<file path="src/hdl/dlso_pkg.sv">
// Shared constants, opcodes and carrier types for the display list sequencer
package dlso_pkg;

  // Register byte offsets on the bus
  localparam logic [7:0] OFS_CTRL = 8'h00;
  localparam logic [7:0] OFS_STATUS = 8'h04;
  localparam logic [7:0] OFS_PC = 8'h08;
  localparam logic [7:0] OFS_SP = 8'h0C;
  localparam logic [7:0] OFS_GR_BASE = 8'h10;

  // Control register fields
  localparam int CTRL_RESTART_BIT = 0;
  localparam int CTRL_EXT_BIT = 1;
  localparam int CTRL_BANK_LO = 2;

  // Status register fields
  localparam int STAT_HALTED_BIT = 0;
  localparam int STAT_WAITING_BIT = 1;
  localparam int STAT_DISPMAP_BIT = 2;
  localparam int STAT_LINKHALT_BIT = 3;

  // Reset values
  localparam logic [15:0] PC_RST = 16'h0000;
  localparam logic [17:0] SP_RST = 18'h0_0000;
  localparam logic [1:0] BANK_RST = 2'h0;

  // Opcode field is first-word bits 15..6
  localparam int OPC_LO = 6;
  localparam logic [9:0] OPC_HALT = 10'h000;
  localparam logic [9:0] OPC_JUMP_MARK_OP = 10'h010;
  localparam logic [9:0] OPC_LINK = 10'h020;
  localparam logic [9:0] OPC_LDR = 10'h030;
  localparam logic [9:0] OPC_LOAD_REG_IMM_OP = 10'h031;
  localparam logic [9:0] OPC_LOAD_STACK_PTR_EXT_OP = 10'h032;
  localparam logic [9:0] OPC_WAIT = 10'h038;
  localparam logic [9:0] OPC_VIDEO_REG_REFRESH_OP = 10'h03B;

  // Second-word address fields
  localparam int IND_BIT = 15;
  localparam logic [15:0] WORD_STEP = 16'h0002;

  typedef enum logic [3:0] {
    OP_HALT, OP_JUMP_MARK_OP, OP_LINK, OP_LDR, OP_LOAD_REG_IMM_OP, OP_LOAD_STACK_PTR_EXT_OP, OP_WAIT, OP_VIDEO_REG_REFRESH_OP, OP_OTHER
  } dlso_op_e;

  // Display memory request
  typedef struct packed {
    logic [17:0] addr;
    logic we;
    logic [15:0] wdata;
  } dlso_mem_req_s;

  // Display register write strobe
  typedef struct packed {
    logic vld;
    logic [5:0] idx;
    logic [15:0] data;
  } dlso_dreg_wr_s;

endpackage

</file>
<file path="src/hdl/dlso_core.sv">
// Display list sequencer: fetch, decode and execute of sequence control ops
//
// The placing of the registers and the AHB-Lite slave port were left to the implementer.
module dlso_core
  import dlso_pkg::*;
#(
  parameter int NUM_GR = 4
) (
  // Clock and reset
  input wire logic hclk,
  input wire logic hresetn,
  // AHB-Lite slave
  input wire logic hsel,
  input wire logic [31:0] haddr,
  input wire logic [1:0] htrans,
  input wire logic hwrite,
  input wire logic [2:0] hsize,
  input wire logic [31:0] hwdata,
  input wire logic hready,
  output logic [31:0] hrdata,
  output logic hreadyout,
  output logic hresp,
  // Display memory master
  output logic mem_req,
  output dlso_mem_req_s mem_cmd,
  input wire logic mem_ack,
  input wire logic [15:0] mem_rdata,
  // Display processor link
  output logic halt_irq,
  // Video side
  input wire logic frame_sync,
  output logic disp_map_sel,
  output logic map_clear,
  output logic map_clear_sel,
  output logic video_reg_refresh,
  output dlso_dreg_wr_s dreg_wr,
  output logic [17:0] stack_ptr,
  output logic [1:0] stack_bank
);

  if (NUM_GR < 4 || NUM_GR > 64) begin : g_bad_num_gr
    $error("NUM_GR must lie between 4 and 64");
  end

  typedef enum logic [2:0] {S_HALT, S_FETCH1, S_FETCH2, S_IND, S_STORE, S_WAITF} dlso_state_e;

  // decode looks only at the opcode field
  function automatic dlso_op_e op_of(input logic [15:0] w);
    case (w[15:OPC_LO])
      OPC_HALT: op_of = OP_HALT;
      OPC_JUMP_MARK_OP: op_of = OP_JUMP_MARK_OP;
      OPC_LINK: op_of = OP_LINK;
      OPC_LDR: op_of = OP_LDR;
      OPC_LOAD_REG_IMM_OP: op_of = OP_LOAD_REG_IMM_OP;
      OPC_LOAD_STACK_PTR_EXT_OP: op_of = OP_LOAD_STACK_PTR_EXT_OP;
      OPC_WAIT: op_of = OP_WAIT;
      OPC_VIDEO_REG_REFRESH_OP: op_of = OP_VIDEO_REG_REFRESH_OP;
      default: op_of = OP_OTHER;
    endcase
  endfunction

  function automatic logic two_word(input dlso_op_e op);
    two_word = (op == OP_JUMP_MARK_OP) || (op == OP_LINK) || (op == OP_LDR) ||
               (op == OP_LOAD_REG_IMM_OP) || (op == OP_LOAD_STACK_PTR_EXT_OP);
  endfunction

  dlso_state_e state_q;
  dlso_op_e op_q;
  logic [15:0] pc_q, w1_q;
  logic [17:0] sp_q, tgt_q;
  logic [15:0] gr_q [NUM_GR];
  logic mem_req_q;
  dlso_mem_req_s mem_cmd_q;
  logic halt_irq_q, link_halt_q;
  logic ext_q;
  logic [1:0] bank_q;
  logic disp_map_q, map_clear_q, vid_upd_q;
  dlso_dreg_wr_s dreg_wr_q;
  logic fs_s1_q, fs_s2_q, fs_s3_q;
  logic a_vld_q, a_wr_q;
  logic [7:0] a_addr_q;
  logic [31:0] hrdata_q;
  logic restart, wr_pc, fs_rise, ack_ind;
  logic [15:0] pc_inc, tgt_lo;
  logic [31:0] rd_d;

  assign pc_inc = pc_q + WORD_STEP;
  assign restart = a_vld_q && a_wr_q && (a_addr_q == OFS_CTRL) && hwdata[CTRL_RESTART_BIT];
  assign wr_pc = a_vld_q && a_wr_q && (a_addr_q == OFS_PC);
  assign fs_rise = fs_s2_q && !fs_s3_q;
  // bit 15 is an indirect flag only with extended addressing off
  assign ack_ind = !ext_q && mem_rdata[IND_BIT];
  // storage locations are forced to even bytes
  assign tgt_lo = ext_q ? {mem_rdata[15:1], 1'b0} : {1'b0, mem_rdata[14:1], 1'b0};

  // Frame sync pin synchroniser
  always_ff @(posedge hclk or negedge hresetn) begin
    if (!hresetn) begin
      fs_s1_q <= 1'b0;
      fs_s2_q <= 1'b0;
      fs_s3_q <= 1'b0;
    end else begin
      fs_s1_q <= frame_sync;
      fs_s2_q <= fs_s1_q;
      fs_s3_q <= fs_s2_q;
    end
  end

  // Sequencer state, program counter and memory requests
  always_ff @(posedge hclk or negedge hresetn) begin
    if (!hresetn) begin
      state_q <= S_HALT;
      op_q <= OP_OTHER;
      pc_q <= PC_RST;
      w1_q <= 16'h0000;
      tgt_q <= 18'h0_0000;
      mem_req_q <= 1'b0;
      mem_cmd_q <= '0;
      halt_irq_q <= 1'b0;
      link_halt_q <= 1'b0;
    end else begin
      halt_irq_q <= 1'b0;
      if (mem_ack) begin
        mem_req_q <= 1'b0;
      end
      case (state_q)
        S_HALT: begin
          if (wr_pc) begin
            pc_q <= hwdata[15:0];
          end
          if (restart) begin
            mem_req_q <= 1'b1;
            // Bank field written with the restart applies to the first fetch
            mem_cmd_q <= '{addr: {hwdata[CTRL_BANK_LO +: 2], pc_q}, we: 1'b0, wdata: 16'h0000};
            link_halt_q <= 1'b0;
            state_q <= S_FETCH1;
          end
        end
        S_FETCH1: begin
          if (mem_ack) begin
            w1_q <= mem_rdata;
            op_q <= op_of(mem_rdata);
            pc_q <= pc_inc;
            if (two_word(op_of(mem_rdata))) begin
              mem_req_q <= 1'b1;
              mem_cmd_q <= '{addr: {bank_q, pc_inc}, we: 1'b0, wdata: 16'h0000};
              state_q <= S_FETCH2;
            end else if (op_of(mem_rdata) == OP_HALT) begin
              halt_irq_q <= 1'b1;
              state_q <= S_HALT;
            end else if (op_of(mem_rdata) == OP_WAIT) begin
              state_q <= S_WAITF;
            end else begin
              mem_req_q <= 1'b1;
              mem_cmd_q <= '{addr: {bank_q, pc_inc}, we: 1'b0, wdata: 16'h0000};
            end
          end
        end
        S_FETCH2: begin
          if (mem_ack) begin
            pc_q <= pc_inc;
            mem_req_q <= 1'b1;
            if ((op_q == OP_JUMP_MARK_OP) || (op_q == OP_LINK)) begin
              if (ack_ind) begin
                // indirect pointer read in the bank register's bank
                mem_cmd_q <= '{addr: {bank_q, tgt_lo}, we: 1'b0, wdata: 16'h0000};
                state_q <= S_IND;
              end else begin
                // direct storage location lies in bank 0
                tgt_q <= {2'b00, tgt_lo};
                mem_cmd_q <= '{addr: {2'b00, tgt_lo}, we: 1'b1, wdata: pc_inc};
                state_q <= S_STORE;
              end
            end else begin
              // other two-word ops just move on
              mem_cmd_q <= '{addr: {bank_q, pc_inc}, we: 1'b0, wdata: 16'h0000};
              state_q <= S_FETCH1;
            end
          end
        end
        S_IND: begin
          if (mem_ack) begin
            mem_req_q <= 1'b1;
            if (ack_ind) begin
              mem_cmd_q <= '{addr: {bank_q, tgt_lo}, we: 1'b0, wdata: 16'h0000};
            end else begin
              tgt_q <= {bank_q, tgt_lo};
              mem_cmd_q <= '{addr: {bank_q, tgt_lo}, we: 1'b1, wdata: pc_q};
              state_q <= S_STORE;
            end
          end
        end
        S_STORE: begin
          if (mem_ack) begin
            if (op_q == OP_LINK) begin
              halt_irq_q <= 1'b1;
              link_halt_q <= 1'b1;
              state_q <= S_HALT;
            end else begin
              // resume just past the stored return address
              pc_q <= tgt_q[15:0] + WORD_STEP;
              mem_req_q <= 1'b1;
              mem_cmd_q <= '{addr: {bank_q, tgt_q[15:0] + WORD_STEP}, we: 1'b0,
                             wdata: 16'h0000};
              state_q <= S_FETCH1;
            end
          end
        end
        S_WAITF: begin
          // hold until the next frame sync pulse
          if (fs_rise) begin
            mem_req_q <= 1'b1;
            mem_cmd_q <= '{addr: {bank_q, pc_q}, we: 1'b0, wdata: 16'h0000};
            state_q <= S_FETCH1;
          end
        end
        default: state_q <= S_HALT;
      endcase
    end
  end

  // Mapping memory swap and video register refresh
  always_ff @(posedge hclk or negedge hresetn) begin
    if (!hresetn) begin
      disp_map_q <= 1'b0;
      map_clear_q <= 1'b0;
      vid_upd_q <= 1'b0;
    end else begin
      // swap displayed map and clear the other one
      map_clear_q <= (state_q == S_WAITF) && fs_rise;
      if ((state_q == S_WAITF) && fs_rise) begin
        disp_map_q <= !disp_map_q;
      end
      // only the video register copy is signalled
      vid_upd_q <= (state_q == S_FETCH1) && mem_ack && (op_of(mem_rdata) == OP_VIDEO_REG_REFRESH_OP);
    end
  end

  // Display registers and stack pointer
  always_ff @(posedge hclk or negedge hresetn) begin
    if (!hresetn) begin
      sp_q <= SP_RST;
      dreg_wr_q <= '0;
      for (int i = 0; i < NUM_GR; i++) begin
        gr_q[i] <= 16'h0000;
      end
    end else begin
      dreg_wr_q.vld <= 1'b0;
      if ((state_q == S_FETCH2) && mem_ack) begin
        if (op_q == OP_LOAD_REG_IMM_OP) begin
          dreg_wr_q <= '{vld: 1'b1, idx: w1_q[5:0], data: mem_rdata};
          for (int i = 0; i < NUM_GR; i++) begin
            if (w1_q[5:0] == 6'(i)) begin
              gr_q[i] <= mem_rdata;
            end
          end
        end
        if (op_q == OP_LOAD_STACK_PTR_EXT_OP) begin
          // high address bits only with extended addressing
          sp_q <= {(ext_q ? w1_q[1:0] : 2'b00), mem_rdata};
        end
      end
    end
  end

  // AHB-Lite address phase capture and control register
  always_ff @(posedge hclk or negedge hresetn) begin
    if (!hresetn) begin
      a_vld_q <= 1'b0;
      a_wr_q <= 1'b0;
      a_addr_q <= 8'h00;
      hrdata_q <= 32'h0000_0000;
      ext_q <= 1'b0;
      bank_q <= BANK_RST;
    end else begin
      a_vld_q <= hsel && hready && htrans[1] && (haddr[31:8] == 24'h00_0000);
      a_wr_q <= hwrite;
      a_addr_q <= haddr[7:0];
      if (hsel && hready && htrans[1] && !hwrite) begin
        hrdata_q <= rd_d;
      end
      if (a_vld_q && a_wr_q && (a_addr_q == OFS_CTRL)) begin
        ext_q <= hwdata[CTRL_EXT_BIT];
        bank_q <= hwdata[CTRL_BANK_LO +: 2];
      end
    end
  end

  // Register read mux, unmapped reads give zero
  always_comb begin
    rd_d = 32'h0000_0000;
    case (haddr[7:0])
      OFS_CTRL: rd_d = {28'h000_0000, bank_q, ext_q, 1'b0};
      OFS_STATUS: rd_d = {28'h000_0000, link_halt_q, disp_map_q,
                          state_q == S_WAITF, state_q == S_HALT};
      OFS_PC: rd_d = {16'h0000, pc_q};
      OFS_SP: rd_d = {14'h0000, sp_q};
      default: begin
        for (int i = 0; i < NUM_GR; i++) begin
          if (haddr[7:0] == OFS_GR_BASE + 8'(4 * i)) begin
            rd_d = {16'h0000, gr_q[i]};
          end
        end
      end
    endcase
    if (haddr[31:8] != 24'h00_0000) begin
      rd_d = 32'h0000_0000;
    end
  end

  assign hrdata = hrdata_q;
  assign hreadyout = 1'b1;
  assign hresp = 1'b0;
  assign mem_req = mem_req_q;
  assign mem_cmd = mem_cmd_q;
  assign halt_irq = halt_irq_q;
  assign disp_map_sel = disp_map_q;
  assign map_clear = map_clear_q;
  assign map_clear_sel = !disp_map_q;
  assign video_reg_refresh = vid_upd_q;
  assign dreg_wr = dreg_wr_q;
  assign stack_ptr = sp_q;
  // stack accesses use the bank register
  assign stack_bank = bank_q;

  a_link_halt: assert property (@(posedge hclk) disable iff (!hresetn)
    (state_q == S_STORE && mem_ack && op_q == OP_LINK) |=> (state_q == S_HALT && halt_irq))
    else $error("linkage did not halt with interrupt");

  a_jump_mark_op_pc: assert property (@(posedge hclk) disable iff (!hresetn)
    (state_q == S_STORE && mem_ack && op_q == OP_JUMP_MARK_OP) |=>
      (pc_q == $past(mem_cmd_q.addr[15:0]) + 16'h0002))
    else $error("jump-and-mark program counter wrong");

  a_direct_bank: assert property (@(posedge hclk) disable iff (!hresetn)
    (state_q == S_FETCH2 && mem_ack && (op_q == OP_LINK || op_q == OP_JUMP_MARK_OP) && !ack_ind)
      |=> (mem_cmd_q.we && mem_cmd_q.addr[17:16] == 2'b00 && !mem_cmd_q.addr[0]))
    else $error("direct store not in bank 0 or odd");

  a_ext_no_ind: assert property (@(posedge hclk) disable iff (!hresetn)
    (state_q == S_FETCH2 && mem_ack && ext_q && op_q == OP_JUMP_MARK_OP) |=> state_q == S_STORE)
    else $error("extended addressing took indirect path");

  a_halt_op: assert property (@(posedge hclk) disable iff (!hresetn)
    (state_q == S_FETCH1 && mem_ack && mem_rdata[15:6] == OPC_HALT) |=>
      (state_q == S_HALT && halt_irq) ##1 !halt_irq)
    else $error("halt op did not stop with one interrupt pulse");

  // swap pairs with a clear of the other map
  a_map_swap: assert property (@(posedge hclk) disable iff (!hresetn)
    map_clear |-> ($changed(disp_map_sel) && map_clear_sel != disp_map_sel))
    else $error("map clear without swap");

  // register load takes the second word
  a_load_reg_imm_op_load: assert property (@(posedge hclk) disable iff (!hresetn)
    (state_q == S_FETCH2 && mem_ack && op_q == OP_LOAD_REG_IMM_OP) |=>
      (dreg_wr.vld && dreg_wr.data == $past(mem_rdata) && dreg_wr.idx == $past(w1_q[5:0])))
    else $error("register load strobe wrong");

  a_sp_load: assert property (@(posedge hclk) disable iff (!hresetn)
    (state_q == S_FETCH2 && mem_ack && op_q == OP_LOAD_STACK_PTR_EXT_OP) |=>
      (sp_q[15:0] == $past(mem_rdata) && sp_q[17:16] == ($past(ext_q) ? $past(w1_q[1:0]) : 2'b00)))
    else $error("stack pointer load wrong");

  // device register load leaves stack pointer and display registers alone
  a_ldr_noop: assert property (@(posedge hclk) disable iff (!hresetn)
    (state_q == S_FETCH2 && mem_ack && op_q == OP_LDR) |=>
      ($stable(sp_q) && !dreg_wr.vld && state_q == S_FETCH1))
    else $error("load device register had an effect");

  // wait leaves only on a frame sync edge
  a_wait_sync: assert property (@(posedge hclk) disable iff (!hresetn)
    (state_q == S_WAITF && !fs_rise) |=> state_q == S_WAITF)
    else $error("wait left without frame sync");

endmodule

</file>
<file path="config.mk">
export PLATFORM = sky130hd
export DESIGN_NAME = dlso_core
export DESIGN_NICKNAME = d
export VERILOG_FILES = /design/src/hdl/dlso_pkg.sv /design/src/hdl/dlso_core.sv
export SDC_FILE = /design/constraint.sdc
export NUM_CORES = 1
export LEC_CHECK = 0
export ABC_AREA = 1
export BUFFER_PORTS_ARGS = -buffer_cell sky130_fd_sc_hd__buf_2
export CAP_MARGIN = 20
export CORE_UTILIZATION = 61
export CTS_CLUSTER_SIZE = 12
export DETAILED_ROUTE_END_ITERATION = 8
export GPL_TIMING_DRIVEN = 0
export HOLD_SLACK_MARGIN = 0.05
export PLACE_DENSITY_LB_ADDON = 0.25
export SETUP_SLACK_MARGIN = 0.02
export SYNTH_ARGS = -nofsm -noshare
export SYNTH_HDL_FRONTEND = slang
export SYNTH_SLANG_ARGS = --single-unit
</file>
<file path="constraint.sdc">
create_clock -name hclk -period 3 [get_ports hclk]
set_clock_uncertainty 0.15 [all_clocks]
set_input_delay 0.6 -clock hclk [delete_from_list [all_inputs] [get_ports hclk]]
set_output_delay 0.6 -clock hclk [all_outputs]
set_load 0.02 [all_outputs]
</file>
==> results_dict.tcl, run 1 <==
set metrics [dict create \
    status "complete, no violations" \
    drt_pass1_iterations 6 \
    synth_top_area_share_pct 47.3 \
    cts_tree "yes" \
    ant_nets 0 \
    syn_inst 1565 \
    cts_buffer_depth 3 \
    grt_pass1_vias 10900 \
    critPathCaptureType "flip-flop" \
    die_area_mm2 0.0199 \
    layout.nets 1884 \
    place.port_buffers 173 \
    worstPathRequired_ns 3.33 \
    synth_area_leader_cell "dfrtp_1" \
    grt_pass1_wl_mm 59.3 \
    cp-start-kind "primary input" \
    start_util_pct 62.7 \
    yosysSeqAreaShare_pct 47.5 \
    layout_common_cells "567 x nand2_1, 223 x dfrtp_1, 184 x buf_2" \
    yosys_warnings 0 \
    min_period_ns 2.75 \
    clkTransAtPathRegs_ns 0.06 \
    cp_max_fo 10 \
    synth_area_leaders "dfrtp_1 47%, nand2_1 18%, nand3_1 5.2%" \
    clock_latency_ns 0.54 \
    wire_per_inst_um 18.7 \
    tightest_slew_ns 1.01 \
    via_per_inst 5.70 \
    io_pins 210 \
    route.detailed.drc 0 \
    ys.flop_type "dfrtp_1" \
    die_h_um 141 \
    cellPowerDensity_mw_per_mm2 476 \
    post-place-ws_ns 0.234 \
    grt_overflow 0 \
    core_area_mm2 0.0188 \
    finalHoldViolations 0 \
    synth-edff-count 0 \
    fmax_ghz 0.363 \
    fill_cells 1510 \
    maxSlewViolCount 0 \
    async_flop_share_pct 100 \
    grt_max_degree 124 \
    synth-seq-cells 224 \
    worstHoldPathType "primary input to async pin" \
    fin_crit_sh_pct 91.8 \
    rows 50 \
    maxCapViolCount 0 \
    ff_latch_area_mm2 0.00561 \
    dp_hpwl_mm 28.3 \
    grtUsageTotal_pct 39.3 \
    antenna_found_initial 1 \
    ir_drop_v 0.000486 \
    fp.dieW_um 141 \
    cts.sinks 224 \
    ctsRootBufferMaster "clkbuf_16" \
    holdWs_ns 0.0258 \
    layout_setup_ws_ns 0.247 \
    postSynthAreaPerCell_um2 7.54 \
    vias 11700 \
    final_common_cell "nand2_1" \
    slew_headroom_pct 32.5 \
    htreeDepth 1 \
    drt-total-wl_mm 38.5 \
    finalSetupViolations 0 \
    ctsResizeCount 0 \
    multi_input_area_mm2 0.00524 \
    post-cts-setup-buffer-count 0 \
    arrival_ns 3.09 \
    area_delta_synth_final_pct 17.7 \
    ys_types 47 \
    leakage_nw 7.47 \
    gp_congestion 1.04 \
    first_iter_violations 1126 \
    synth_area_mm2 0.0118 \
    critical_path_class "primary input to flip-flop" \
    rsz0062_at_grt "no" \
    drive_gt1_share_pct 18.0 \
    cts_buffers 25 \
]
-- worst max-delay path, stage by stage --
cell and delay, ns:
dlygate4sd3_1 0.53, buf_2 0.13, inv_1 0.09, nand3_1 0.16, nor3_2 0.60, clkbuf_1 0.42, nand2_1 0.09, nand2_1 0.11
nand3b_1 0.17, nand3_1 0.10, nand2_1 0.09
-- registers in the layout, summed over array words and instances (netlist names), 2 cells and up --
signal      cells
a_addr_q        8
dreg_wr        23
gr_q           64
hrdata         18
mem_cmd        35
op_q            4
pc_q           16
stack_bank      2
stack_ptr      18
state_q         3
tgt_q          15
w1_q            6
-- cell usage after synthesis, types with 12 or more instances --
cell,n
o21ai_0,105
nand4_1,13
a21oi_1,40
dfrtp_1,223
o21ai_1,63
nand3_1,122
nor2_1,119
clkbuf_1,21
buf_2,12
buf_4,26
o21ai_2,28
inv_1,121
buf_6,14
nand2_1,567
-- final cells by class --
type / instances / share of cell area (%)
flip-flops and latches: 224 / 40.4
multi-input cells: 1149 / 37.7
repair buffers: 181 / 7.01
clock buffers: 34 / 4.96
inverters: 132 / 3.65
plain buffers: 74 / 3.57
well taps: 260 / 2.34
clock inverters: 5 / 0.351
diodes: 1 / 0.0180
-- cell families (layout without fill, tap and decap cells) --
kind of cell    after synthesis  after routing  synth area share [%]
simple gates                867            867                  30.9
compound gates              258            258                  12.3
flops                       224            224                  47.5
buf+inv                     206            426                  8.49
fa+ha+maj                     5              5                 0.530
xor+xnor                      3              3                 0.223
other cells                   2             17                0.0637
-- path summary, 6_finish.rpt --
check | slack, ns | endpoint | startpoint | depth (start not counted)
max | 0.25 | hrdata[0] | haddr[3] | 11
min | 0.03 | mem_cmd[16] | hresetn | 1
max reg2reg | 0.46 | mem_cmd[19] | state_q[2] | 10
min reg2reg | 0.20 | fs_s2_q | fs_s1_q | 0
max in group asynchronous | 1.64 | gr_q[46] | hresetn | 2
min in group hclk | 0.06 | a_wr_q | hwrite | 1
-- stage by stage --
| stage | TNS, ns | cell area [um2] | power [W] | instances | utilization [%] |
|---|---|---|---|---|---|
| 2_1_floorplan | 0 | 11900 | 0.00353 | 1579 | - |
| 3_3_place_gp | -569.74 | 13000 | 0.00379 | 2012 | 69.3 |
| 3_5_place_dp | 0 | 13100 | 0.00381 | 2013 | 69.5 |
| 4_1_cts | 0 | 13900 | 0.00661 | 2059 | 73.8 |
| 5_1_grt | 0 | 13900 | 0.00680 | 2060 | 73.8 |
| 6_report | 0 | 13900 | 0.00661 | 2060 | 73.8 |
-- power by group --
group	leakage (nW)	internal (W)	switching [W]
Clock	0.355	0.00160	0.00122
Combinational	4.12	0.000165	0.000445
Sequential	3.00	0.00311	0.0000680
Total	7.47	0.00487	0.00174
-- repair_timing --
item,CTS,global route
setup endpoints to repair,0,0
hold endpoints to repair,7,0
hold buffers,7,0
-- routing by layer --
| metal | global-route usage [%] | part of all wire, % | up-vias |
|---|---|---|---|
| met2 | 59.2 | 44 | 710 |
| met4 | 14.9 | 3.5 | 0 |
| met3 | 9.00 | 12 | 99 |
| met5 | 0 | 0 | - |
| met1 | 55.6 | 41 | 5485 |
| li1 | - | - | 5454 |
Note: power is estimated with default switching activity, not from simulation.
==> run 2, diff against run 1 <==
--- a/config.mk
+++ b/config.mk
@@ -6,11 +6,11 @@
 export NUM_CORES = 1
 export LEC_CHECK = 0
 export ABC_AREA = 1
-export BUFFER_PORTS_ARGS = -buffer_cell sky130_fd_sc_hd__buf_2
 export CAP_MARGIN = 20
-export CORE_UTILIZATION = 61
+export CORE_UTILIZATION = 65
 export CTS_CLUSTER_SIZE = 12
 export DETAILED_ROUTE_END_ITERATION = 8
+export DONT_BUFFER_PORTS = 1
 export GPL_TIMING_DRIVEN = 0
 export HOLD_SLACK_MARGIN = 0.05
 export PLACE_DENSITY_LB_ADDON = 0.25
==> results_dict.tcl, run 2 (same netlist as run 1, synthesis figures left out) <==
set metrics [dict create \
    status "finished with violations" \
    violations "negative hold slack" \
    dpl_cell_area_mm2 0.0121 \
    tightest_slew_ns 0.826 \
    cellPowerDensity_mw_per_mm2 496 \
    ir_drop_v 0.000501 \
    slowest_stage "nor2_1" \
    fp.dieW_um 137 \
    holdWs_ns -0.365 \
    route.detailed.drc 0 \
    worstHoldPathType "primary input to async pin" \
    slew_headroom_pct 44.5 \
    ctsRootBufferMaster "clkbuf_16" \
    grt_max_degree 225 \
    rsz0062_at_grt "no" \
    via_per_inst 6.00 \
    worstPathCellList "nor2_1, nand2_1, nor2_1, nand3_1, nand2_1, nand3_4, inv_4, buf_6, nand2_1, o21ai_1" \
    die_area_mm2 0.0187 \
    met1_usage_pct 58.6 \
    top_register "gr_q" \
    grt_overflow 0 \
    rows 48 \
    leakage_nw 6.63 \
    cp-start-kind "flip-flop" \
    vias 11100 \
    ant_nets 0 \
    finalSetupViolations 0 \
    start_util_pct 67.3 \
    crit_family "simple AND/OR/NAND/NOR gates" \
    maxCapViolCount 0 \
    grt_pass1_wl_mm 58.2 \
    stdcell_area_mm2 0.0130 \
    area_delta_synth_final_pct 9.82 \
    cts_tree "yes" \
    drive_gt1_share_pct 9.21 \
    clkTransAtPathRegs_ns 0.06 \
    cp_max_fo 10 \
    io_pins 210 \
    critPathCaptureType "flip-flop" \
    antenna_found_initial 0 \
    core_area_mm2 0.0175 \
    grt_use_met2_pct 63.3 \
    post-cts-setup-buffer-count 0 \
    die_h_um 137 \
    grt_pass1_vias 10300 \
    critical_path_class "flip-flop to flip-flop" \
    cpMostUsedCell "nand2_1" \
    cts_buffers 24 \
    hold_buffers 10 \
    gp_congestion 1.01 \
    clock_latency_ns 0.51 \
    grtUsageTotal_pct 41.9 \
    busiest_layer "met2" \
    fill_cells 1403 \
    max_stage_delay_ns 0.59 \
    wire_per_inst_um 20.6 \
    worstPathRequired_ns 3.29 \
    htreeDepth 1 \
    place.port_buffers 0 \
    first_iter_violations 1201 \
    maxSlewViolCount 0 \
    fin_crit_sh_pct 85.6 \
    post-place-ws_ns 0.431 \
    finalHoldViolations 224 \
    arrival_ns 2.86 \
    final_common_cell "nand2_1" \
    n_antenna_cell 0 \
    cts_buffer_depth 3 \
    layout_setup_ws_ns 0.433 \
    drt-total-wl_mm 38.2 \
    dp_hpwl_mm 27.9 \
    cts.sinks 224 \
    drt_pass1_iterations 7 \
    tns_ns 0 \
    largest_register_ffs 64 \
    grtUsageMet3_pct 11.4 \
    fmax_ghz 0.390 \
    layout.nets 1712 \
    ctsResizeCount 0 \
    worstPathBufferInverterCount 2 \
    min_period_ns 2.57 \
    layout_common_cells "567 x nand2_1, 223 x dfrtp_1, 122 x nand3_1" \
]
==> run 2: changes by cell type in the layout (fill, tap and decap cells not counted), moves of 2 or more <==
cell | previous run | this run
buf_2 | 184 | 12
dlygate4sd3_1 | 7 | 10
clkinv_2 | 2 | 6
clkinvlp_4 | 2 | 0
==> run 2: worst reg2reg max path, stage by stage, from the launching register on <==
cell     delay (ns)
dfrtp_1        0.36
nor2_1         0.14
nand2_1        0.08
nor2_1         0.59
nand3_1        0.34
nand2_1        0.21
nand3_4        0.14
inv_4          0.17
buf_6          0.18
nand2_1        0.07
o21ai_1        0.08
==> run 2: metal layers <==
| metal | up-vias | part of all wire (%) |
|---|---|---|
| li1 | 5115 | - |
| met1 | 5227 | 40 |
| met2 | 683 | 43 |
| met3 | 100 | 13 |
| met4 | 0 | 3.5 |
| met5 | - | 0 |
==> run 2: metrics by stage <==
| step | total power (W) | hold WS, ns | cells | util (%) |
|---|---|---|---|---|
| floorplan | 0.00353 | 0.154 | 1579 | - |
| global placement | 0.00366 | 0.158 | 1804 | 69.2 |
| detailed placement | 0.00367 | 0.159 | 1804 | 69.2 |
| CTS | 0.00642 | -0.375 | 1853 | 73.9 |
| global route | 0.00658 | -0.378 | 1853 | 73.9 |
| finish | 0.00643 | -0.365 | 1853 | 73.9 |
==> run 2: worst paths after layout <==
check | slack (ns) | startpoint | cells past startpoint | end
max | 0.43 | a_addr_q[4] | 10 | pc_q[5]
min | -0.37 | hresetn | 0 | mem_cmd[16]
max reg2reg | 0.43 | a_addr_q[4] | 10 | pc_q[5]
min reg2reg | 0.20 | fs_s1_q | 0 | fs_s2_q
max in group asynchronous | 2.66 | hresetn | 0 | tgt_q[14]
min in group hclk | 0.06 | mem_rdata[5] | 2 | w1_q[5]
==> run 2: layout make-up <==
class | count | area [um2] | share of cell area (%)
clock buffer | 34 | 699 | 5.40
sequential | 224 | 5610 | 43.3
clock inverter | 5 | 25.0 | 0.193
tap | 225 | 282 | 2.17
timing repair buffer | 10 | 100 | 0.773
buffer | 74 | 495 | 3.82
multi-input combinational | 1149 | 5240 | 40.5
inverter | 132 | 507 | 3.91
==> run 2: power breakdown <==
group | leakage, nW | internal, W | total [W] | switching [W]
registers | 3.00 | 0.00311 | 0.00319 | 0.0000867
clock network | 0.362 | 0.00160 | 0.00277 | 0.00117
logic | 3.27 | 0.000125 | 0.000461 | 0.000335
total | 6.63 | 0.00484 | 0.00643 | 0.00159
==> run 3, diff against run 2 <==
--- a/config.mk
+++ b/config.mk
@@ -8,6 +8,7 @@
 export ABC_AREA = 1
 export CAP_MARGIN = 20
 export CORE_UTILIZATION = 65
+export CTS_BUF_LIST = sky130_fd_sc_hd__clkbuf_16
 export CTS_CLUSTER_SIZE = 12
 export DETAILED_ROUTE_END_ITERATION = 8
 export DONT_BUFFER_PORTS = 1
==> results_dict.tcl, run 3 (same netlist as run 1, synthesis figures left out) <==
set metrics [dict create \
    layout_common_cells "567 x nand2_1, 223 x dfrtp_1, 126 x inv_1" \
    clkTransAtPathRegs_ns 0.06 \
    dpl_cell_area_mm2 0.0121 \
    fin_crit_sh_pct 89.7 \
    die_area_mm2 0.0187 \
    rsz0062_at_grt "no" \
    grt_max_degree 225 \
    r2r-start "a_addr_q[4]" \
    grt_pass1_wl_mm 58.0 \
    worstPathRequired_ns 3.29 \
    vias 11100 \
    start_util_pct 67.3 \
    seqPwrFrac_pct 50.6 \
    worstHoldPathType "primary input to async pin" \
    n_antenna_cell 0 \
    cellPowerDensity_mw_per_mm2 488 \
    hold_buffers 10 \
    gp_congestion 1.01 \
    cp_max_fo 10 \
    ctsRootBufferMaster "clkbuf_16" \
    status "finished with violations" \
    wire_per_inst_um 20.7 \
    grtUsageTotal_pct 41.8 \
    via_per_inst 6.01 \
    ctsResizeCount 0 \
    cts_tree "yes" \
    post-place-ws_ns 0.431 \
    arrival_ns 2.98 \
    reg2reg_to "pc_q[5]" \
    first_iter_violations 1225 \
    rows 48 \
    rr_worst_depth 10 \
    tightest_slew_ns 0.893 \
    swShare_pct 25.2 \
    cts_buffer_depth 3 \
    drive_gt1_share_pct 8.97 \
    tns_ns 0 \
    post-cts-setup-buffer-count 0 \
    core_area_mm2 0.0175 \
    instances_no_fill 1853 \
    stdcell_area_mm2 0.0129 \
    route.detailed.drc 0 \
    dp_cells 1804 \
    leakage_nw 6.63 \
    htreeDepth 1 \
    violations "negative hold slack" \
    critical_path_class "flip-flop to flip-flop" \
    r2r_setup_slack_ns 0.31 \
    layout_setup_ws_ns 0.309 \
    drt-total-wl_mm 38.3 \
    fill_cells 1406 \
    intPower_w 0.00472 \
    holdWs_ns -0.366 \
    fp.dieW_um 137 \
    maxCapViolCount 0 \
    cp-start-kind "flip-flop" \
    clkPwrFrac_pct 42.0 \
    dp_hpwl_mm 27.9 \
    place.port_buffers 0 \
    io_pins 210 \
    cts_buffers 24 \
    maxSlewViolCount 0 \
    cts.sinks 224 \
    drt_pass1_iterations 6 \
    top_register "gr_q" \
    min_period_ns 2.69 \
    slew_headroom_pct 40.2 \
    fmax_ghz 0.372 \
    largest_register_ffs 64 \
    die_h_um 137 \
    layout.nets 1712 \
    p_sw_w 0.00159 \
    ant_nets 0 \
    grt_overflow 0 \
    grt_pass1_vias 10300 \
    clock_latency_ns 0.51 \
    antenna_found_initial 0 \
    critPathCaptureType "flip-flop" \
    final_common_cell "nand2_1" \
    area_delta_synth_final_pct 9.48 \
    p_comb_share_pct 7.3 \
    ir_drop_v 0.000502 \
    finalSetupViolations 0 \
    finalHoldViolations 224 \
]
-- run 3: cell count changes in the layout (fill, tap and decap cells not counted) --
cell      delta
clkbuf_1     -5
clkbuf_8     -4
clkinv_1     +4
inv_1        +5
-- run 3: per-stage QoR --
step / power (W) / utilization, %
after floorplan: 0.00353 / -
after global placement: 0.00366 / 69.2
after detailed placement: 0.00367 / 69.2
after CTS: 0.00629 / 73.7
after global routing: 0.00646 / 73.7
final: 0.00631 / 73.7
-- run 3: cell type report --
cell class | count | area (um2) | share of cell area (%)
Timing Repair Buffer | 10 | 100 | 0.775
Multi-Input combinational cell | 1149 | 5240 | 40.6
Buffer | 74 | 495 | 3.84
Tap cell | 225 | 282 | 2.18
Inverter | 132 | 507 | 3.92
Clock buffer | 25 | 626 | 4.84
Sequential cell | 224 | 5610 | 43.4
Clock inverter | 14 | 58.8 | 0.455
-- run 3: power groups by stage --
stage               combinational, W  sequential (W)  clock, W
finish                      0.000462         0.00319   0.00265
global route                0.000500         0.00320   0.00276
CTS                         0.000447         0.00319   0.00266
detailed placement          0.000431         0.00324         0
global placement            0.000421         0.00324         0
floorplan                   0.000307         0.00322         0
-- run 3: worst max-delay path by stage --
stage / startpoint / slack [ns] / end / cells after the start
after floorplan: haddr[5] / 0.96 / hrdata[1] / 12
after global placement: mem_rdata[15] / 0.44 / mem_cmd[10] / 9
after detailed placement: haddr[3] / 0.43 / hrdata[0] / 9
after CTS: state_q[2] / 0.57 / mem_cmd[19] / 10
after global routing: a_addr_q[4] / 0.22 / pc_q[11] / 10
final: a_addr_q[4] / 0.31 / pc_q[5] / 10
-- run 3: worst max-delay path: stages, from the launching register on --
cell and delay [ns]:
dfrtp_1 0.36, nor2_1 0.14, nand2_1 0.08, nor2_1 0.68, nand3_1 0.35, nand2_1 0.21
nand3_4 0.14, inv_4 0.17, buf_6 0.18, nand2_1 0.07, o21ai_1 0.08
-- run 3: metal layers --
metal  share of wire, %  routed length, um  GRT usage, %
met5                  0                  0             0
met3                 13               4930          11.6
met4                3.5               1330          14.5
met2                 44              16700          62.7
met1                 40              15300          58.2
